==> src/design/fwpc_params.svh <==
/*
 * Constants for the boot-block flash host controller: bus widths, command
 * codes, status bit positions and the bus timing figures in nanoseconds.
 * Assumes a 100 MHz controller clock; cycle counts are derived by the users.
 */
`ifndef FWPC_PARAMS_SVH
`define FWPC_PARAMS_SVH

`define FWPC_ADDR_W         22
`define FWPC_DATA_W         16

// controller clock period
`define FWPC_CLK_NS         10

// read access, write-strobe low width, reset low width, recovery after reset
`define FWPC_T_ACC_NS       70
`define FWPC_T_WE_LOW_NS    50
`define FWPC_T_RP_LOW_NS    100
`define FWPC_T_PD_RECOVER_NS 150

// command codes
`define FWPC_CMD_READ_ARRAY 8'hFF
`define FWPC_CMD_READ_STAT  8'h70
`define FWPC_CMD_CLR_STAT   8'h50
`define FWPC_CMD_PROGRAM    8'h40
`define FWPC_CMD_ERASE      8'h20
`define FWPC_CMD_CONFIRM    8'hD0

// status byte bit positions
`define FWPC_SR_READY       7
`define FWPC_SR_ERASE_ERR   5
`define FWPC_SR_PROG_ERR    4
`define FWPC_SR_SUPPLY      3
`define FWPC_SR_LOCK        1

`endif

==> src/design/fwpc_pkg.sv <==
/*
 * Types of the boot-block flash host controller: request and answer
 * carriers, the pin bundle and the controller states.
 * Assumes fwpc_params.svh is on the include path.
 */
`include "fwpc_params.svh"

package fwpc_pkg;

	typedef enum logic [2:0] {
		OP_READ,
		OP_READ_STATUS,
		OP_CLR_STATUS,
		OP_PROGRAM,
		OP_ERASE,
		OP_SLEEP,
		OP_WAKE
	} fwpc_op_t;

	typedef enum {
		ACT_WRITE,
		ACT_READ,
		ACT_FINISH
	} fwpc_act_t;

	typedef enum {
		S_PDOWN,
		S_RECOVER,
		S_IDLE,
		S_PLAN,
		S_WSET,
		S_WPULSE,
		S_WHOLD,
		S_RACC
	} fwpc_state_t;

	typedef struct packed {
		fwpc_op_t                 op;
		logic [`FWPC_ADDR_W-1:0] addr;
		logic [`FWPC_DATA_W-1:0] wdata;
	} fwpc_req_t;

	typedef struct packed {
		logic [`FWPC_DATA_W-1:0] rdata;
		logic [7:0]              status;
		logic                    lock_err;
		logic                    supply_err;
		logic                    fail;
		logic                    aborted;
	} fwpc_rsp_t;

	typedef struct packed {
		logic                    ce_n;
		logic                    oe_n;
		logic                    we_n;
		logic                    powerdown_reset_pin_n;
		logic                    wp_n;
		logic [`FWPC_ADDR_W-1:0] addr;
		logic [`FWPC_DATA_W-1:0] dq_out;
		logic                    dq_oe_n;
	} fwpc_pins_t;

endpackage

==> src/design/fwpc_ctrl.sv <==
/*
 * Host-side controller for a parallel boot-block flash: runs command
 * sequences on the flash pins, polls status, and owns the power-down/reset
 * and write-protect pins.
 * Assumes pin inputs synchronous to clk and an external tri-state for dq.
 */
`timescale 1ns/1ps
`include "fwpc_params.svh"

module fwpc_ctrl #(
	parameter int TW          = 8,
	parameter int ACC_CYC     = (`FWPC_T_ACC_NS + `FWPC_CLK_NS - 1) / `FWPC_CLK_NS,
	parameter int WE_CYC      = (`FWPC_T_WE_LOW_NS + `FWPC_CLK_NS - 1) / `FWPC_CLK_NS,
	parameter int RP_LOW_CYC  = (`FWPC_T_RP_LOW_NS + `FWPC_CLK_NS - 1) / `FWPC_CLK_NS,
	parameter int RECOVER_CYC = (`FWPC_T_PD_RECOVER_NS + `FWPC_CLK_NS - 1) / `FWPC_CLK_NS
) (
	// clock and reset
	input  wire logic                    clk,
	input  wire logic                    reset_n,
	// system supply and protection
	input  wire logic                    supply_good,
	input  wire logic                    wp_unlock,
	input  wire logic                    abort,
	// user requests
	input  wire logic                    req_valid,
	input  wire fwpc_pkg::fwpc_req_t     req,
	output logic                         req_ready,
	output logic                         done,
	output fwpc_pkg::fwpc_rsp_t          rsp,
	// flash pins
	output fwpc_pkg::fwpc_pins_t         pins,
	input  wire logic [`FWPC_DATA_W-1:0] dq_in
);

	fwpc_pkg::fwpc_state_t state_reg, state_next;
	fwpc_pkg::fwpc_op_t    op_reg, op_next;
	fwpc_pkg::fwpc_act_t   act;
	fwpc_pkg::fwpc_pins_t  pins_reg, pins_next;
	fwpc_pkg::fwpc_rsp_t   rsp_reg, rsp_next;
	logic [`FWPC_ADDR_W-1:0] addr_reg, addr_next;
	logic [`FWPC_DATA_W-1:0] wdata_reg, wdata_next;
	logic [`FWPC_DATA_W-1:0] bus_reg, bus_next;
	logic [`FWPC_DATA_W-1:0] pdata;
	logic [7:0]              status_reg, status_next;
	logic [2:0]              step_reg, step_next;
	logic                    pcmd;
	logic                    array_reg, array_next;
	logic                    sleep_reg, sleep_next;
	logic                    abort_reg, abort_next;
	logic                    ready_reg, ready_next;
	logic                    done_reg, done_next;
	logic                    tmr_load;
	logic [TW-1:0]           tmr_val;
	logic                    tmr_expired;

	fwpc_timer #(.W(TW)) u_timer (
		.clk      (clk),
		.reset_n  (reset_n),
		.load     (tmr_load),
		.load_val (tmr_val),
		.expired  (tmr_expired)
	);

	// bus action for the current step of the current operation
	always_comb begin
		act   = fwpc_pkg::ACT_FINISH;
		pdata = '0;
		pcmd  = 1'b0;
		case (op_reg)
			fwpc_pkg::OP_PROGRAM, fwpc_pkg::OP_ERASE: begin
				case (step_reg)
					3'h0: begin
						act   = fwpc_pkg::ACT_WRITE;
						pcmd  = 1'b1;
						pdata = {8'h00, (op_reg == fwpc_pkg::OP_PROGRAM) ?
							`FWPC_CMD_PROGRAM : `FWPC_CMD_ERASE};
					end
					3'h1: begin
						// second cycle of the pair commits the change
						act   = fwpc_pkg::ACT_WRITE;
						pcmd  = (op_reg == fwpc_pkg::OP_ERASE);
						pdata = (op_reg == fwpc_pkg::OP_PROGRAM) ? wdata_reg :
							{8'h00, `FWPC_CMD_CONFIRM};
					end
					3'h2: begin
						act = fwpc_pkg::ACT_READ;
					end
					3'h3: begin
						act   = fwpc_pkg::ACT_WRITE;
						pcmd  = 1'b1;
						pdata = {8'h00, `FWPC_CMD_READ_ARRAY};
					end
					default: act = fwpc_pkg::ACT_FINISH;
				endcase
			end
			fwpc_pkg::OP_READ, fwpc_pkg::OP_READ_STATUS: begin
				case (step_reg)
					3'h0: begin
						act   = fwpc_pkg::ACT_WRITE;
						pcmd  = 1'b1;
						pdata = {8'h00, (op_reg == fwpc_pkg::OP_READ) ?
							`FWPC_CMD_READ_ARRAY : `FWPC_CMD_READ_STAT};
					end
					3'h1: act = fwpc_pkg::ACT_READ;
					default: act = fwpc_pkg::ACT_FINISH;
				endcase
			end
			fwpc_pkg::OP_CLR_STATUS: begin
				if (step_reg == 3'h0) begin
					act   = fwpc_pkg::ACT_WRITE;
					pcmd  = 1'b1;
					pdata = {8'h00, `FWPC_CMD_CLR_STAT};
				end
			end
			default: act = fwpc_pkg::ACT_FINISH;
		endcase
	end

	always_comb begin
		state_next  = state_reg;
		op_next     = op_reg;
		addr_next   = addr_reg;
		wdata_next  = wdata_reg;
		bus_next    = bus_reg;
		status_next = status_reg;
		step_next   = step_reg;
		array_next  = array_reg;
		sleep_next  = sleep_reg;
		abort_next  = 1'b0;
		rsp_next    = rsp_reg;
		done_next   = 1'b0;
		tmr_load    = 1'b0;
		tmr_val     = '0;
		case (state_reg)
			fwpc_pkg::S_PDOWN: begin
				// flash holds no status through power-down
				status_next = '0;
				if (sleep_reg && req_valid && ready_reg && req.op == fwpc_pkg::OP_WAKE) begin
					sleep_next = 1'b0;
					op_next    = fwpc_pkg::OP_WAKE;
				end
				if (tmr_expired && supply_good && !sleep_reg) begin
					state_next = fwpc_pkg::S_RECOVER;
					tmr_load   = 1'b1;
					tmr_val    = TW'(RECOVER_CYC);
				end
			end
			fwpc_pkg::S_RECOVER: begin
				if (tmr_expired) begin
					state_next = fwpc_pkg::S_IDLE;
					array_next = 1'b1;
					if (op_reg == fwpc_pkg::OP_WAKE || abort_reg) begin
						// a later power cut must not answer this wake again
						op_next          = fwpc_pkg::OP_READ;
						done_next        = 1'b1;
						rsp_next         = '0;
						rsp_next.aborted = abort_reg;
						rsp_next.fail    = abort_reg;
					end
				end else begin
					abort_next = abort_reg;
				end
			end
			fwpc_pkg::S_IDLE: begin
				if (req_valid && ready_reg) begin
					op_next    = req.op;
					addr_next  = req.addr;
					wdata_next = req.wdata;
					// skip the read-array write when already in array mode
					step_next  = (req.op == fwpc_pkg::OP_READ && array_reg) ? 3'h1 : 3'h0;
					if (req.op == fwpc_pkg::OP_SLEEP) begin
						state_next = fwpc_pkg::S_PDOWN;
						sleep_next = 1'b1;
						done_next  = 1'b1;
						rsp_next   = '0;
						tmr_load   = 1'b1;
						tmr_val    = TW'(RP_LOW_CYC);
					end else if (req.op == fwpc_pkg::OP_WAKE) begin
						done_next = 1'b1;
						rsp_next  = '0;
					end else begin
						state_next = fwpc_pkg::S_PLAN;
					end
				end
			end
			fwpc_pkg::S_PLAN: begin
				case (act)
					fwpc_pkg::ACT_WRITE: begin
						state_next = fwpc_pkg::S_WSET;
						bus_next   = pdata;
						if (pcmd)
							array_next = (pdata[7:0] == `FWPC_CMD_READ_ARRAY);
					end
					fwpc_pkg::ACT_READ: begin
						state_next = fwpc_pkg::S_RACC;
						tmr_load   = 1'b1;
						tmr_val    = TW'(ACC_CYC);
					end
					default: begin
						state_next          = fwpc_pkg::S_IDLE;
						done_next           = 1'b1;
						rsp_next.rdata      = bus_reg;
						rsp_next.status     = status_reg;
						rsp_next.aborted    = 1'b0;
						rsp_next.lock_err   = status_reg[`FWPC_SR_LOCK];
						rsp_next.supply_err = status_reg[`FWPC_SR_SUPPLY];
						rsp_next.fail       = (op_reg == fwpc_pkg::OP_PROGRAM ||
							op_reg == fwpc_pkg::OP_ERASE) &&
							(status_reg[`FWPC_SR_LOCK] || status_reg[`FWPC_SR_SUPPLY] ||
							status_reg[`FWPC_SR_PROG_ERR] || status_reg[`FWPC_SR_ERASE_ERR]);
					end
				endcase
			end
			fwpc_pkg::S_WSET: begin
				state_next = fwpc_pkg::S_WPULSE;
				tmr_load   = 1'b1;
				tmr_val    = TW'(WE_CYC);
			end
			fwpc_pkg::S_WPULSE: begin
				if (tmr_expired)
					state_next = fwpc_pkg::S_WHOLD;
			end
			fwpc_pkg::S_WHOLD: begin
				state_next = fwpc_pkg::S_PLAN;
				step_next  = step_reg + 3'h1;
			end
			fwpc_pkg::S_RACC: begin
				if (tmr_expired) begin
					state_next = fwpc_pkg::S_PLAN;
					bus_next   = dq_in;
					step_next  = step_reg + 3'h1;
					if (op_reg != fwpc_pkg::OP_READ)
						status_next = dq_in[7:0];
					// keep polling until the write state machine reports ready
					if ((op_reg == fwpc_pkg::OP_PROGRAM || op_reg == fwpc_pkg::OP_ERASE) &&
						!dq_in[`FWPC_SR_READY])
						step_next = step_reg;
				end
			end
			default: state_next = fwpc_pkg::S_PDOWN;
		endcase
		// power loss, or a user abort of a running operation, pulls the reset pin
		if (state_reg != fwpc_pkg::S_PDOWN &&
			(!supply_good || (abort && state_reg != fwpc_pkg::S_IDLE &&
			state_reg != fwpc_pkg::S_RECOVER))) begin
			state_next  = fwpc_pkg::S_PDOWN;
			abort_next  = abort && supply_good;
			status_next = '0;
			done_next   = 1'b0;
			tmr_load    = 1'b1;
			tmr_val     = TW'(RP_LOW_CYC);
		end
		if (state_reg == fwpc_pkg::S_PDOWN)
			abort_next = abort_reg;
		ready_next = (state_next == fwpc_pkg::S_IDLE && !done_next) ||
			(state_next == fwpc_pkg::S_PDOWN && sleep_next && !done_next);
	end

	// pin levels follow the state being entered
	always_comb begin
		pins_next                       = '0;
		pins_next.ce_n                  = 1'b1;
		pins_next.oe_n                  = 1'b1;
		pins_next.we_n                  = 1'b1;
		pins_next.dq_oe_n               = 1'b1;
		pins_next.powerdown_reset_pin_n = 1'b1;
		pins_next.wp_n                  = wp_unlock;
		pins_next.addr                  = addr_next;
		pins_next.dq_out                = bus_next;
		case (state_next)
			fwpc_pkg::S_PDOWN: begin
				pins_next.powerdown_reset_pin_n = 1'b0;
			end
			fwpc_pkg::S_WSET, fwpc_pkg::S_WHOLD: begin
				pins_next.ce_n    = 1'b0;
				pins_next.dq_oe_n = 1'b0;
			end
			fwpc_pkg::S_WPULSE: begin
				pins_next.ce_n    = 1'b0;
				pins_next.we_n    = 1'b0;
				pins_next.dq_oe_n = 1'b0;
			end
			fwpc_pkg::S_RACC: begin
				pins_next.ce_n = 1'b0;
				pins_next.oe_n = 1'b0;
			end
			default: pins_next.ce_n = 1'b1;
		endcase
	end

	always_ff @(posedge clk) begin
		if (!reset_n) begin
			// reset pin low for as long as system reset is held
			state_reg  <= fwpc_pkg::S_PDOWN;
			op_reg     <= fwpc_pkg::OP_READ;
			addr_reg   <= '0;
			wdata_reg  <= '0;
			bus_reg    <= '0;
			status_reg <= '0;
			step_reg   <= 3'h0;
			array_reg  <= 1'b1;
			sleep_reg  <= 1'b0;
			abort_reg  <= 1'b0;
			ready_reg  <= 1'b0;
			done_reg   <= 1'b0;
			rsp_reg    <= '0;
			pins_reg   <= '{ce_n: 1'b1, oe_n: 1'b1, we_n: 1'b1, powerdown_reset_pin_n: 1'b0,
				wp_n: 1'b0, addr: '0, dq_out: '0, dq_oe_n: 1'b1};
		end else begin
			state_reg  <= state_next;
			op_reg     <= op_next;
			addr_reg   <= addr_next;
			wdata_reg  <= wdata_next;
			bus_reg    <= bus_next;
			status_reg <= status_next;
			step_reg   <= step_next;
			array_reg  <= array_next;
			sleep_reg  <= sleep_next;
			abort_reg  <= abort_next;
			ready_reg  <= ready_next;
			done_reg   <= done_next;
			rsp_reg    <= rsp_next;
			pins_reg   <= pins_next;
		end
	end

	assign req_ready = ready_reg;
	assign done      = done_reg;
	assign rsp       = rsp_reg;
	assign pins      = pins_reg;

endmodule

==> src/design/fwpc_timer.sv <==
/*
 * Down-counting wait timer for the flash host controller.
 * A load overrides the running count, so the loader may reload before expired is seen.
 */
`timescale 1ns/1ps

module fwpc_timer #(
	parameter int W = 8
) (
	// clock and reset
	input  wire logic         clk,
	input  wire logic         reset_n,
	// control
	input  wire logic         load,
	input  wire logic [W-1:0] load_val,
	// state
	output logic              expired
);

	logic [W-1:0] count_reg;
	logic [W-1:0] count_next;

	always_comb begin
		if (load)
			count_next = load_val;
		else if (count_reg != '0)
			count_next = count_reg - W'(1);
		else
			count_next = count_reg;
	end

	always_ff @(posedge clk) begin
		if (!reset_n)
			count_reg <= '0;
		else
			count_reg <= count_next;
	end

	assign expired = (count_reg == '0);

endmodule

==> config.mk <==
export PLATFORM = sky130hd
export DESIGN_NAME = fwpc_ctrl
export DESIGN_NICKNAME = d
export VERILOG_FILES = /design/src/design/fwpc_pkg.sv /design/src/design/fwpc_ctrl.sv /design/src/design/fwpc_timer.sv
export VERILOG_INCLUDE_DIRS = /design/src /design/src/design
export SDC_FILE = /design/constraint.sdc
export NUM_CORES = 1
export LEC_CHECK = 0
export BUFFER_PORTS_ARGS = -buffer_cell sky130_fd_sc_hd__buf_4
export CAP_MARGIN = 20
export CORE_UTILIZATION = 50
export CTS_BUF_LIST = sky130_fd_sc_hd__clkbuf_4 sky130_fd_sc_hd__clkbuf_8 sky130_fd_sc_hd__clkbuf_16
export DETAILED_ROUTE_END_ITERATION = 8
export GPL_TIMING_DRIVEN = 0
export PLACE_DENSITY = 0.81
export SKIP_LAST_GASP = 1
export SYNTH_ARGS = -nofsm -noshare
export SYNTH_HDL_FRONTEND = slang
export SYNTH_HIERARCHICAL = 1
export SYNTH_SLANG_ARGS = --single-unit
export TNS_END_PERCENT = 5
==> constraint.sdc <==
create_clock -name clk -period 7.4 [get_ports clk]
set_input_delay 1.85 -clock clk [delete_from_list [all_inputs] [get_ports clk]]
set_output_delay 1.85 -clock clk [all_outputs]
set_load 0.02 [all_outputs]
==> impl_metrics.yaml <==
cts:
  clk_path_buf_depth: 2
  clkLatencyLatePin_ns: 0.43
  cts_tree: "built"
  clkSinkCount: 145
  cts_resized: 0
  htreeDepth: 4
  path_clk_slew_ns: 0.06
  hold_buffers: 0
  cts_setup_buffers: 0
  numCtsBuffers: 17
  cts_root_buf: "clkbuf_16"
power:
  p_comb_share_pct: 4.6
  pwr-share-clk_pct: 49.3
  p_int_mw: 1.38
  power.share.sequential_pct: 46.1
  peakVddDrop_v: 0.000166
  swShare_pct: 20.6
  switching_power_uw: 360
  p_leak_nw: 3.20
  p_per_area_mw_per_mm2: 211
global_route:
  overflow: 0
  grt_pass1_wl_um: 26900
  grtUsageTotal_pct: 26.4
  antenna_found_initial: 0
  grt_max_degree: 17
  grt_pass1_vias: 5577
final_layout:
  layout-drive-gt1-share_pct: 24.6
  diodes: 0
  area_growth_pct: 30.9
  fillers: 1029
  largest_reg_flops: 32
  nNetsFinal: 980
setup_path:
  start_kind: "input pin"
  cp.required_ns: 7.70
  cp_num_buf_inv: 2
  slowest_delay_ns: 0.64
  path_class: "in2reg"
  cpMaxStageDelayCell: "or4_4"
  crit_fanout: 9
  arrival_ns: 3.78
  cp_cell_sequence: "buf_4 -> nand2_1 -> or4_4 -> o221a_2 -> nand2b_1 -> inv_1 -> o21ai_0 -> a311oi_2"
  crit_family: "simple AND/OR/NAND/NOR gates"
  cp-end-kind: "flop"
synthesis:
  synth_area_mm2: 0.00633
  synth_cell_types: 75
  synth_most_common_cell: "dfxtp_1"
  synth-seq-cells: 145
  synth_top_flop_cell: "dfxtp_1"
  synthTopCellsByArea: "dfxtp_1 (46%), nand2_1 (7.5%), a21oi_1 (6.3%)"
  synth-edff-count: 0
  syn-mean-instance-area_um2: 8.74
  synth_commonest_cells: "dfxtp_1 (145), nand2_1 (126), a21oi_1 (80)"
  synthCells: 724
  synth-async-reset-ratio_pct: 0
  yosysWarnings: 6
  synth_largest_area_cell: "dfxtp_1"
  synth.top_cell.area_share_pct: 45.9
  yosysSeqAreaShare_pct: 45.9
die:
  die_h_um: 114
  rows: 40
  dieArea_mm2: 0.0131
  die_w_um: 114
  ios: 137
  start_util_pct: 52.0
  design.core.area_mm2: 0.0122
sta:
  fmax_mhz: 287
  rsz0062_at_grt: "no"
  finalCritPeriodShare_pct: 47.1
  max_slew_margin_pct: 54.5
  fin_skew_ns: 0.00699
  fin_crit_ns: 3.48
  hold_violations: 0
  final.setup.tns_ns: 0
  setup_slack_ns: 3.92
  finalMaxSlewViolations: 0
  setup_viol: 0
  worst_pin_slew_ns: 0.682
detailed_routing:
  viasPerCell: 5.52
  ant_nets: 0
  dr.pass1.iters: 5
  remaining_drc_errors: 0
  post_drt_wl_per_cell_um: 15.2
  wl_um: 16600
  first_iter_violations: 483
  vias: 6024
placed_design:
  routabilityCongestion: 0.906
  place_worst_setup_slack_ns: 3.52
  port_buffers: 136
  place_hpwl_um: 12100
job:
  drv_cap: 0
run_status:
  outcome: "completed"
min_path:
  min_path_type: "reg2reg"
[kinds of logic (layout without fill, tap and decap cells)]
logic type | after synthesis | after routing | synth area share (%)
other | 1 | 33 | 0.0593
adder cells (fa/ha/maj) | 7 | 7 | 1.34
AND/OR/NAND/NOR | 289 | 289 | 24.8
flip-flops | 145 | 145 | 45.9
AO/OA/AOI/OAI | 203 | 203 | 21.3
XOR/XNOR | 5 | 5 | 0.692
buffers and inverters | 69 | 237 | 5.10
multiplexers | 5 | 5 | 0.791
[metal layers]
metal / track usage, % / vias to the layer above / wire length, um
li1: - / 2958 / -
met1: 32.7 / 2773 / 7050
met2: 43.0 / 256 / 7980
met3: 7.15 / 37 / 1150
met5: 0 / - / 0
met4: 11.9 / 0 / 394
[cell usage in the layout (no fill, tap or decap), types with 4 or more instances in the layout]
cell,instances
nand3_1,28
and2_1,4
nor2b_1,7
o21ai_1,4
conb_1,33
a211oi_1,4
a221o_1,4
clkbuf_1,29
ha_1,6
mux2i_1,5
o21ai_0,44
nand3b_1,11
buf_4,142
nor3_1,6
o211ai_1,7
nand2b_1,5
nor2_1,38
o31ai_1,5
nor4_4,6
nand2_1,126
nand4_1,28
o2111ai_1,4
dfxtp_1,145
buf_2,15
a31oi_1,5
clkbuf_4,6
a311oi_2,10
inv_1,16
clkbuf_8,4
and3_1,5
a21oi_1,80
clkbuf_16,17
[final timing paths]
path,cells past startpoint,start,slack (ns),end
worst max register to register,10,op_reg[0]$_SDFFE_PN0P_,4.55,u_timer/count_reg[1]$_SDFFE_PN0P_
worst min-delay path,2,addr_reg[18]$_SDFFE_PN0P_,0.45,addr_reg[18]$_SDFFE_PN0P_
worst min register to register,2,addr_reg[18]$_SDFFE_PN0P_,0.45,addr_reg[18]$_SDFFE_PN0P_
worst max-delay path,8,req_valid,3.92,u_timer/count_reg[1]$_SDFFE_PN0P_
[per-stage QoR]
stage	area (um^2)	util (%)	hold slack, ns	power [mW]	std cells
global placement	7680	63.1	0.442	0.898	1060
floorplan	6450	-	0.437	0.858	756
detailed placement	7680	63.1	0.447	0.899	1060
finish	8280	68.1	0.452	1.74	1092
global route	8280	68.1	0.474	1.80	1092
CTS	8280	68.1	0.456	1.75	1092
[power groups by stage]
stage               clock (mW)  combinational [mW]  sequential (mW)
floorplan                    0              0.0387            0.819
global placement             0              0.0778            0.820
detailed placement           0              0.0784            0.821
CTS                      0.871              0.0788            0.804
global route             0.905              0.0877            0.805
finish                   0.861              0.0798            0.804
[worst min-delay path, cell delays in order, from the launching register on]
cell and delay (ns):
dfxtp_1 0.30, nand2_1 0.05, a21oi_1 0.05
[layout make-up]
cell class | count | area [um^2] | area share [%]
plain buffers | 53 | 263 | 3.17
clock buffers | 27 | 526 | 6.35
clock inverters | 5 | 75.1 | 0.907
inverters | 16 | 60.1 | 0.726
multi-input cells | 542 | 3220 | 38.9
flip-flops and latches | 145 | 2900 | 35.1
well taps | 168 | 210 | 2.54
repair buffers | 136 | 1020 | 12.3
No activity file was read; power rests on OpenSTA's default activity.
